`src/include/phy_rst_defs.svh`:
```
// What this block does
// - After pin rises, first five exit steps finish within 640 ns
// - Management port accepts transactions once those exit steps are done
// - Reset completes only when transmit and receive clocks become available
// - Power-on reset holds about 20 us then exits like hardware reset
// - Hardware reset pin is ignored during power-on reset
// - Writing one to control bit 15 gives exactly two cycles of reset
// - Software reset does not enter power-down
// - Reset completion loads register defaults, clearing the software reset bit
// - Software reset exit keeps management address, no re-latch from pins
// - Software reset bit never set during power-on reset, nor after the first cycle of hardware reset
// - Power-down whenever reset pin low or control bit 11 set
// - Power-down zeroes MAC outputs and tri-states both twisted-pair outputs
// - Power-down by bit 11 keeps registers except latching status bits
// - Extended control 2 bit 0 disables 100M modules in 10M mode
// - Extended control 2 bit 1 disables 10M modules in 100M mode
// - Reset entry isolates MAC, tri-states line, inits, clears latches; pin and power-on resets also power down
// - Hardware or power-on exit latches management address from pins
`ifndef PHY_RST_DEFS_SVH
`define PHY_RST_DEFS_SVH

`define CLK_MHZ        20
`define EXIT_TIME_NS   640
`define EXIT_CYC       ((`EXIT_TIME_NS * `CLK_MHZ) / 1000)
`define POR_TIME_NS    20000
`define POR_CYC        ((`POR_TIME_NS * `CLK_MHZ + 999) / 1000)
`define CLK_WAIT_MS    53
`define CLK_WAIT_DEF   (`CLK_WAIT_MS * `CLK_MHZ * 1000)
`define HW_LOW_MIN     3'h5
`define SW_HOLD_CYC    2

`define REG_CTRL       5'h00
`define REG_EXT1       5'h10
`define REG_STAT       5'h11
`define REG_EXT2       5'h13

`define CTRL_SWRST     15
`define CTRL_PD        11
`define EXT1_ADDR_LO   6
`define EXT1_ADDR_HI   10
`define EXT2_DIS100    0
`define EXT2_DIS10     1
`define CTRL_DEF       16'h0000
`define EXT2_DEF       2'h0
`define LL_DEF         1'b1
`define LH_DEF         1'b0
`define LMX_DEF        4'h0

`endif

```
`src/include/phy_rst_pkg.sv`:
```
`include "phy_rst_defs.svh"
package phy_rst_pkg;

  typedef enum logic [5:0] {
    ST_POR  = 6'h01,
    ST_HW   = 6'h02,
    ST_SW   = 6'h04,
    ST_EXIT = 6'h08,
    ST_CLKW = 6'h10,
    ST_RUN  = 6'h20
  } state_type;

  typedef struct packed {
    logic [4:0]  addr;
    logic [15:0] wdata;
    logic        wr;
    logic        rd;
  } bus_req_type;

  typedef struct packed {
    logic mac_in_isolate;
    logic mac_out_low;
    logic twisted_pair_tx_positive_oe;
    logic twisted_pair_tx_negative_oe;
  } pin_ctl_type;

endpackage : phy_rst_pkg

```
`src/hw_reset_filter.sv`:
```
`timescale 1ns/1ps
`default_nettype none
`include "phy_rst_defs.svh"
module hw_reset_filter (
  input  wire logic clk,
  input  wire logic rst,
  input  wire logic hw_reset_low_pin,
  output logic      pin_low,
  output logic      reset_req
);
  logic       meta_ff;
  logic       sync_ff;
  logic [2:0] low_cnt_ff;
  logic [2:0] nxt_low_cnt;

  assign nxt_low_cnt = sync_ff ? 3'h0 :
                       (low_cnt_ff == `HW_LOW_MIN) ? low_cnt_ff : low_cnt_ff + 3'h1;
  assign pin_low     = ~sync_ff;
  assign reset_req   = (low_cnt_ff == `HW_LOW_MIN);

  always_ff @(posedge clk or posedge rst) begin
    if (rst) begin
      meta_ff    <= 1'b1;
      sync_ff    <= 1'b1;
      low_cnt_ff <= 3'h0;
    end else begin
      meta_ff    <= hw_reset_low_pin;
      sync_ff    <= meta_ff;
      low_cnt_ff <= nxt_low_cnt;
    end
  end
endmodule : hw_reset_filter
`default_nettype wire

```
`src/phy_reset_powerdown_ctrl.sv`:
```
`timescale 1ns/1ps
`default_nettype none
`include "phy_rst_defs.svh"
module phy_reset_powerdown_ctrl #(
  parameter int unsigned CLK_WAIT_CYC = `CLK_WAIT_DEF
) (
  input  wire logic                     clk,
  input  wire logic                     rst,
  input  wire logic                     hw_reset_low_pin,
  input  wire logic [4:0]               addr_strap_pins,
  input  wire phy_rst_pkg::bus_req_type bus_req,
  output logic [15:0]                   rd_data,
  input  wire logic                     speed_100,
  input  wire logic                     link_up,
  input  wire logic                     fault_event,
  input  wire logic [3:0]               err_level,
  output phy_rst_pkg::pin_ctl_type      pin_ctl,
  output logic                          mgmt_ready,
  output logic                          clocks_valid,
  output logic                          power_down,
  output logic                          mod100_en,
  output logic                          mod10_en,
  output logic                          sm_init
);

  // ****************************************
  // Declarations
  // ****************************************
  localparam int EXIT_N = `EXIT_CYC;
  localparam int POR_N  = `POR_CYC;

  phy_rst_pkg::state_type state_ff;
  phy_rst_pkg::state_type nxt_state;
  logic [20:0] cnt_ff;
  logic [20:0] nxt_cnt;
  logic        from_sw_ff;
  logic [15:0] ctrl_ff;
  logic [4:0]  phy_addr_ff;
  logic [1:0]  ext2_ff;
  logic        ll_ff;
  logic        lh_ff;
  logic [3:0]  lmx_ff;
  logic        pd_bit_prev_ff;
  logic [15:0] rd_data_ff;
  logic        pin_low;
  logic        hw_req;

  hw_reset_filter u_filter (
    .clk              (clk),
    .rst              (rst),
    .hw_reset_low_pin (hw_reset_low_pin),
    .pin_low          (pin_low),
    .reset_req        (hw_req)
  );

  // ****************************************
  // Decode
  // ****************************************
  wire in_por   = (state_ff == phy_rst_pkg::ST_POR);
  wire in_hw    = (state_ff == phy_rst_pkg::ST_HW);
  wire in_sw    = (state_ff == phy_rst_pkg::ST_SW);
  wire in_exit  = (state_ff == phy_rst_pkg::ST_EXIT);
  wire in_clkw  = (state_ff == phy_rst_pkg::ST_CLKW);
  wire in_run   = (state_ff == phy_rst_pkg::ST_RUN);
  wire in_hold  = in_por | in_hw | in_sw;
  wire hw_take  = hw_req & ~in_por & ~in_hw;
  wire wr_ok    = bus_req.wr & mgmt_ready;
  wire wr_ctrl  = wr_ok & (bus_req.addr == `REG_CTRL);
  wire wr_ext1  = wr_ok & (bus_req.addr == `REG_EXT1);
  wire wr_ext2  = wr_ok & (bus_req.addr == `REG_EXT2);
  wire rd_stat  = bus_req.rd & (bus_req.addr == `REG_STAT);
  wire sw_start = wr_ctrl & bus_req.wdata[`CTRL_SWRST];
  wire pd_bit   = ctrl_ff[`CTRL_PD];
  wire pd_rise  = pd_bit & ~pd_bit_prev_ff;
  wire lat_clr  = in_hold | pd_rise;
  wire por_done = (cnt_ff == 21'(`POR_CYC - 1));
  wire sw_done  = (cnt_ff == 21'(`SW_HOLD_CYC - 1));
  wire clk_done = (cnt_ff == 21'(CLK_WAIT_CYC - 1));

  assign mgmt_ready   = in_clkw | in_run;
  assign clocks_valid = in_run;
  assign power_down   = (in_hold & ~in_sw) | (pin_low & ~in_por) | pd_bit;
  wire drive_ok       = mgmt_ready & ~power_down;
  assign pin_ctl.mac_in_isolate              = ~drive_ok;
  assign pin_ctl.mac_out_low                 = ~drive_ok;
  assign pin_ctl.twisted_pair_tx_positive_oe = drive_ok;
  assign pin_ctl.twisted_pair_tx_negative_oe = drive_ok;
  assign sm_init      = in_hold | in_exit;
  assign mod100_en    = drive_ok & ~(~speed_100 & ext2_ff[`EXT2_DIS100]);
  assign mod10_en     = drive_ok & ~(speed_100 & ext2_ff[`EXT2_DIS10]);
  assign rd_data      = rd_data_ff;

  wire [15:0] stat_word = {6'h00, lmx_ff, lh_ff, ll_ff, power_down, clocks_valid,
                           mgmt_ready, from_sw_ff};
  wire [15:0] ext1_word = {5'h00, phy_addr_ff, 6'h00};
  wire [15:0] rd_mux    = (bus_req.addr == `REG_CTRL) ? ctrl_ff :
                          (bus_req.addr == `REG_EXT1) ? ext1_word :
                          (bus_req.addr == `REG_STAT) ? stat_word :
                          (bus_req.addr == `REG_EXT2) ? {14'h0000, ext2_ff} : 16'h0000;

  // ****************************************
  // Sequencer
  // ****************************************
  always_comb begin
    nxt_state = state_ff;
    unique case (state_ff)
      phy_rst_pkg::ST_POR:  if (por_done) nxt_state = phy_rst_pkg::ST_EXIT;
      phy_rst_pkg::ST_HW:   if (!pin_low) nxt_state = phy_rst_pkg::ST_EXIT;
      phy_rst_pkg::ST_SW:   if (hw_take) nxt_state = phy_rst_pkg::ST_HW;
                            else if (sw_done) nxt_state = phy_rst_pkg::ST_EXIT;
      phy_rst_pkg::ST_EXIT: if (hw_take) nxt_state = phy_rst_pkg::ST_HW;
                            else nxt_state = phy_rst_pkg::ST_CLKW;
      phy_rst_pkg::ST_CLKW: if (hw_take) nxt_state = phy_rst_pkg::ST_HW;
                            else if (sw_start) nxt_state = phy_rst_pkg::ST_SW;
                            else if (clk_done) nxt_state = phy_rst_pkg::ST_RUN;
      phy_rst_pkg::ST_RUN:  if (hw_take) nxt_state = phy_rst_pkg::ST_HW;
                            else if (sw_start) nxt_state = phy_rst_pkg::ST_SW;
      default:              nxt_state = phy_rst_pkg::ST_POR;
    endcase
  end

  assign nxt_cnt = (nxt_state != state_ff) ? 21'h000000 : cnt_ff + 21'h000001;

  always_ff @(posedge clk or posedge rst) begin
    if (rst) begin
      state_ff   <= phy_rst_pkg::ST_POR;
      cnt_ff     <= 21'h000000;
      from_sw_ff <= 1'b0;
    end else begin
      state_ff   <= nxt_state;
      cnt_ff     <= nxt_cnt;
      from_sw_ff <= (nxt_state == phy_rst_pkg::ST_SW) ? 1'b1 :
                    (nxt_state == phy_rst_pkg::ST_HW) ? 1'b0 : from_sw_ff;
    end
  end

  // ****************************************
  // Registers
  // ****************************************
  always_ff @(posedge clk or posedge rst) begin
    if (rst) begin
      ctrl_ff <= `CTRL_DEF;
      ext2_ff <= `EXT2_DEF;
    // bit held clear in pin resets
    end else if (in_por || in_hw || in_exit) begin
      ctrl_ff <= `CTRL_DEF;
      ext2_ff <= `EXT2_DEF;
    end else begin
      if (wr_ctrl) ctrl_ff <= bus_req.wdata;
      if (wr_ext2) ext2_ff <= bus_req.wdata[`EXT2_DIS10:`EXT2_DIS100];
    end
  end

  always_ff @(posedge clk or posedge rst) begin
    if (rst) begin
      phy_addr_ff <= 5'h00;
    end else if (in_exit && !from_sw_ff) begin
      phy_addr_ff <= addr_strap_pins;
    end else if (wr_ext1) begin
      phy_addr_ff <= bus_req.wdata[`EXT1_ADDR_HI:`EXT1_ADDR_LO];
    end
  end

  // Event beats read-clear in the same cycle
  wire       nxt_ll  = lat_clr ? `LL_DEF : ((rd_stat ? `LL_DEF : ll_ff) & link_up);
  wire       nxt_lh  = lat_clr ? `LH_DEF : ((rd_stat ? `LH_DEF : lh_ff) | fault_event);
  wire [3:0] lmx_b   = rd_stat ? `LMX_DEF : lmx_ff;
  wire [3:0] nxt_lmx = lat_clr ? `LMX_DEF : ((err_level > lmx_b) ? err_level : lmx_b);

  always_ff @(posedge clk or posedge rst) begin
    if (rst) begin
      ll_ff          <= `LL_DEF;
      lh_ff          <= `LH_DEF;
      lmx_ff         <= `LMX_DEF;
      pd_bit_prev_ff <= 1'b0;
      rd_data_ff     <= 16'h0000;
    end else begin
      ll_ff          <= nxt_ll;
      lh_ff          <= nxt_lh;
      lmx_ff         <= nxt_lmx;
      pd_bit_prev_ff <= pd_bit;
      rd_data_ff     <= bus_req.rd ? rd_mux : 16'h0000;
    end
  end
endmodule : phy_reset_powerdown_ctrl
`default_nettype wire

```
`config.mk`:
```
export PLATFORM = sky130hd
export DESIGN_NAME = phy_reset_powerdown_ctrl
export DESIGN_NICKNAME = d
export VERILOG_FILES = /design/src/include/phy_rst_pkg.sv /design/src/hw_reset_filter.sv /design/src/phy_reset_powerdown_ctrl.sv
export VERILOG_INCLUDE_DIRS = /design/src /design/src/include
export SDC_FILE = /design/constraint.sdc
export NUM_CORES = 1
export LEC_CHECK = 0
export BUFFER_PORTS_ARGS = -buffer_cell sky130_fd_sc_hd__buf_2
export CORE_MARGIN = 2
export CORE_UTILIZATION = 48
export CTS_CLUSTER_SIZE = 24
export DETAILED_ROUTE_END_ITERATION = 8
export PLACE_DENSITY_LB_ADDON = 0.05
export SLEW_MARGIN = 20
export SYNTH_ARGS = -nofsm -noshare
export SYNTH_HDL_FRONTEND = slang
export SYNTH_SLANG_ARGS = --single-unit
```
`constraint.sdc`:
```
create_clock -name clk -period 2.2 [get_ports clk]
set_input_delay 0.33 -clock clk [delete_from_list [all_inputs] [get_ports clk]]
set_output_delay 0.33 -clock clk [all_outputs]
set_load 0.05 [all_outputs]
```
==> Word-level counts from Yosys, hierarchy flattened <==
Index checks and enable logic that the tools add are counted.
{ "word_totals": {"regBits": 79, "input_bits": 38} }
{ "classes": {"add_sub_neg": 2, "magnitude_cmp": 1, "n_eq_ne": 17, "muxes": 34, "bitwise_logic": 35, "reduce_logical": 9} }
{ "op_table": {"columns": ["operator", "n"], "rows": [
  ["two-way mux 16 bit", 4],
  ["two-way mux 6 bit", 9],
  ["one-hot mux 6 bit (6 select lines)", 1],
  ["adder 21 x 1 -> 21 bit (second input constant)", 1],
  ["equality test 21 x 1 -> 1 bit (second input constant)", 1],
  ["equality test 21 bit (second input constant)", 1],
  ["equality test 21 x 9 -> 1 bit (second input constant)", 1],
  ["two-way mux 21 bit", 1],
  ["AND 1 bit", 17],
  ["equality test 5 bit (second input constant)", 3],
  ["two-way mux 5 bit", 3],
  ["equality test 6 x 2 -> 1 bit (second input constant)", 2],
  ["equality test 6 x 3 -> 1 bit (second input constant)", 2],
  ["two-way mux 4 bit", 3],
  ["two-way mux 11 bit", 1],
  ["two-way mux 10 bit", 1],
  ["inverter 1 bit", 10],
  ["bitwise OR 1 bit", 8],
  ["nonzero test 2 bit", 4],
  ["equality test 6 x 1 -> 1 bit (second input constant)", 1],
  ["equality test 6 x 4 -> 1 bit (second input constant)", 1],
  ["equality test 6 x 5 -> 1 bit (second input constant)", 1],
  ["equality test 6 bit (second input constant)", 1],
  ["two-way mux 1 bit", 6],
  ["other kinds (11)", 15]
]} }

==> Longest topological paths before layout <==
{ "depth": {"depth_word": 11, "depth_mapped": 11, "ltp_nobuf": 11} }

==> Hierarchy <==
From an unflattened synthesis, not the netlist that was laid out.
{ "unflattened": {"cells_unflattened": 430, "hier_area_um2": 4156.5} }
{ "modules_own_cells": {"columns": ["mod", "n_inst", "cells_per_inst", "area_per_inst_um2", "seq_area_each_um2"], "rows": [
  ["phy_reset_powerdown_ctrl", 1, 411, 3932.5, 1854.3],
  ["hw_reset_filter", 1, 19, 224.0, 127.6]
]} }

==> Worst setup path after synthesis <==
Ideal clock, no wire load.
{ "synth_path": {"path_type": "flip-flop to output port", "start": "reg state_ff[0]", "end": "out mod100_en", "arrival_time_ns": 2.546, "required_ns": 1.870, "setup_slack_ns": -0.676, "stages_incl_launch_ff": 7, "n_path_buf": 1, "cell_sequence": "dfstp_2 buf_2 xnor2_1 nor2_1 nor3b_1 nand2_1 a21oi_1"} }
{ "synth_between": {"elab_chain_cells": 9, "word_cells_on_any_way": 17, "cone_classes": "eq/ne (5); bitwise (12)"} }
{ "synth_rtl": {"columns": ["element", "line", "rtl"], "rows": [
  ["start: declaration", "phy_reset_powerdown_ctrl.sv:32", "phy_rst_pkg::state_type state_ff;"],
  ["start signal: assignment", "phy_reset_powerdown_ctrl.sv:126", "state_ff <= phy_rst_pkg::ST_POR;"],
  ["start signal: assignment", "phy_reset_powerdown_ctrl.sv:130", "state_ff <= nxt_state;"],
  ["equality test 6 x 1 -> 1 bit / equality test 6 x 2 -> 1 bit (equally long branches)", "phy_reset_powerdown_ctrl.sv:59, phy_reset_powerdown_ctrl.sv:60", null],
  ["bitwise OR 1 bit (2 in a row)", "phy_reset_powerdown_ctrl.sv:65", "wire in_hold = in_por | in_hw | in_sw;"],
  ["AND 1 bit", "phy_reset_powerdown_ctrl.sv:82", "assign power_down = (in_hold & ~in_sw) | (pin_low & ~in_por) | pd_bit;"],
  ["bitwise OR 1 bit (2 in a row)", "phy_reset_powerdown_ctrl.sv:82", null],
  ["inverter 1 bit", "phy_reset_powerdown_ctrl.sv:83", "wire drive_ok = mgmt_ready & ~power_down;"],
  ["AND 1 bit *", "phy_reset_powerdown_ctrl.sv:83", null],
  ["AND 1 bit *", "phy_reset_powerdown_ctrl.sv:89", "assign mod100_en = drive_ok & ~(~speed_100 & ext2_ff[`EXT2_DIS100]);"],
  ["end: declaration", "phy_reset_powerdown_ctrl.sv:21", "output logic mod100_en,"]
]} }
Every way passes the cells marked *; elsewhere a longest branch is shown, timed or not.

==> flow_metrics.tcl <==
set metrics [dict create \
    die_area_um2 9333 \
    relSlewSlack 0.3759 \
    io_pins 64 \
    ys_async_sr_fraction 1.000 \
    hold_viol_final 0 \
    final_util 0.6426 \
    antenna_found_initial 0 \
    p_per_area_nw_per_um2 588.5 \
    synth_top_area_cell "dfrtp_1" \
    clock_path_buffers 2 \
    grt.overflow.total 0 \
    path_clk_slew_ns 0.09 \
    drive_above_1_share 0.3451 \
    fin_crit_sh 1.017 \
    cts_hold_buffers 0 \
    grt_pass1_wl_um 17160 \
    synthXorXnorAreaFrac 0.04681 \
    htreeDepth 3 \
    outcome "finished, violations left" \
    hold_path_class "in2async" \
    cts_buffers 9 \
    rows 33 \
    fmax_mhz 446.9 \
    root_buffer "clkbuf_8" \
    syn_area_um2 4116 \
    synthesis.nets 470 \
    die_x_um 96.61 \
    cp_data_required_time_ns 1.87 \
    start_kind "flip-flop" \
    final_nets 577 \
    cts_sinks 79 \
    grt_pass1_vias 3578 \
    cp_max_fo 5 \
    p_leak_uw 0.002513 \
    crit_type "reg2out" \
    synth_warnings 0 \
    core_um2 8258 \
    max_cap_viol_count 0 \
    gp_congestion 0.8686 \
    antenna_cells 0 \
    power_uw 3123 \
    synthFlopType "dfrtp_1" \
    clock_latency_ns 0.35 \
    ys_seq_elements 79 \
    clock_skew_ns 0.01772 \
    area_growth_pct 28.91 \
    synth_adder_area_share 0.02432 \
    worstMarginPinSlew_ns 0.9264 \
    wl_um 9983 \
    ir_drop_v 0.0003686 \
    synth_mux_area_frac 0.03526 \
    min_period_ns 2.238 \
    initial_core_util 0.4985 \
    cts_tree "yes" \
    avgSynthCellArea_um2 9.709 \
    grt.total_usage 0.2219 \
    finalSetupViolCount 6 \
    grt_setup_unrepaired "yes" \
    synth.distinct_cells 60 \
    synth_compound_area_frac 0.1164 \
    synth_top_area_share 0.4559 \
    grt_max_degree 80 \
    drc 0 \
    synth_area_leaders "dfrtp_1 46%, nand2_1 5.2%, o21ai_0 3.8%" \
    portBuffers 63 \
    ys_seq_area_frac 0.4815 \
    rrSetupSlack_ns 0.02 \
    slew_violations 0 \
    synth_top_family_by_area "simple AND/OR/NAND/NOR gates" \
    routed_via_density 5.473 \
    worstSetupEndpointType "output port" \
    arrival_ns 1.91 \
    place_hpwl_um 7101 \
    die_height_um 96.61 \
    wire_per_inst_um 15.57 \
    ant_nets 0 \
    syn_inst 424 \
    violations "setup timing" \
    synth_edf_count 0 \
    synthSimpleGateAreaFrac 0.2483 \
    drt_iter0_drc 178 \
    drt_pre_antenna_iters 4 \
    finalWorstSetupSlack_ns -0.03758 \
    vias 3508 \
]
-- power breakdown --
group | internal, uW | leakage (uW) | total, uW | switching [uW]
logic | 179 | 0.00135 | 351 | 172
registers | 1520 | 0.00106 | 1620 | 96.0
clock network | 553 | 0.000105 | 1160 | 603
total | 2250 | 0.00251 | 3120 | 870
-- sequential cells by signal, summed over array words and instances, names as in the netlist --
signal and cells:
cnt_ff 21, ctrl_ff 16, rd_data 16, state_ff 6
phy_addr_ff 5, lmx_ff 4, u_filter.low_cnt_ff 3, ext2_ff 2
from_sw_ff 1, lh_ff 1, ll_ff 1, pd_bit_prev_ff 1
u_filter.meta_ff 1, u_filter.sync_ff 1
-- cell families after synthesis --
family                     count (synthesis)
AOI/OAI and AO/OA                         75
xor gates and xnor gates                  22
adders and majority gates                  8
buffers and inverters                     37
DFF                                       79
muxes                                     14
and+or+nand+nor                          189
-- synth_stat cells (9+ instances only) --
master and instances:
a21oi_1 15, and2_1 9, dfrtp_1 75, inv_1 16, mux2i_1 10, nand2_1 57, nand3_1 11, nor2_1 35
nor3_1 22, o21ai_0 31, xnor2_1 9, xor2_1 13
-- layout make-up --
type | instances | area, um^2
Clock inverter | 7 | 86.33
Inverter | 17 | 70.07
Tap cell | 105 | 131.4
Clock buffer | 9 | 123.9
Multi-Input combinational cell | 308 | 2077
Timing Repair Buffer | 116 | 829.5
Sequential cell | 79 | 1988
Fill cell | 723 | 2952
-- metrics by stage --
step	setup WS [ns]	instance area (um^2)	setup TNS (ns)	hold slack, ns	cells
3_3_place_gp	-0.2307	4806	-0.8516	0.3472	605
5_1_grt	-0.09454	5306	-1.956	0.05542	641
4_1_cts	-0.04598	5215	-0.2516	0.05665	633
3_5_place_dp	-0.2845	4806	-1.200	0.3491	605
2_1_floorplan	-0.1587	4193	-0.9620	0.3345	424
6_report	-0.03758	5306	-0.1705	0.07697	641
-- metal layers --
layer  share of wire  GRT usage
met5               0          0
met4           0.011    0.05417
met3           0.048    0.04191
met2            0.50     0.3686
met1            0.45     0.3022
-- critical path: stages, from the launching register on --
cell and delay [ns]:
dfrtp_2 0.43, or4_4 0.56, nor2_4 0.16, nor3b_4 0.07, nand2_4 0.15, inv_4 0.06, buf_8 0.15
-- final timing paths --
path / start / to / cells after the start
max: state_ff[4] / pin_ctl[1] / 6
min: rst / cnt_ff[15] / 3
max reg2reg: cnt_ff[14] / cnt_ff[7] / 7
min reg2reg: u_filter.meta_ff / u_filter.sync_ff / 0
max in group asynchronous: rst / state_ff[0] / 3
min in group clk: hw_reset_low_pin / u_filter.meta_ff / 1
-- layout by cell type (no fill, tap or decap), types with 8 or more instances in the layout --
cell type	netlist	final
dfrtp_1	75	70
nand2_1	57	54
buf_2	6	53
buf_4	5	49
nor2_1	35	32
o21ai_0	31	30
nor3_1	22	22
inv_1	16	13
a21oi_1	15	13
xor2_1	13	13
nand3_1	11	11
mux2i_1	10	10
and2_1	9	9
clkbuf_8	0	9
and3_1	8	8
xnor2_1	9	8
-- what timing repair did --
item                                    4_1_cts  5_1_grt
endpoints found under the setup margin       10       50
buffers inserted                             12        8
pin swaps                                     4        2
gates cloned                                  0        0
resized for setup                            34        8
Note: power is estimated with default switching activity, not from simulation.
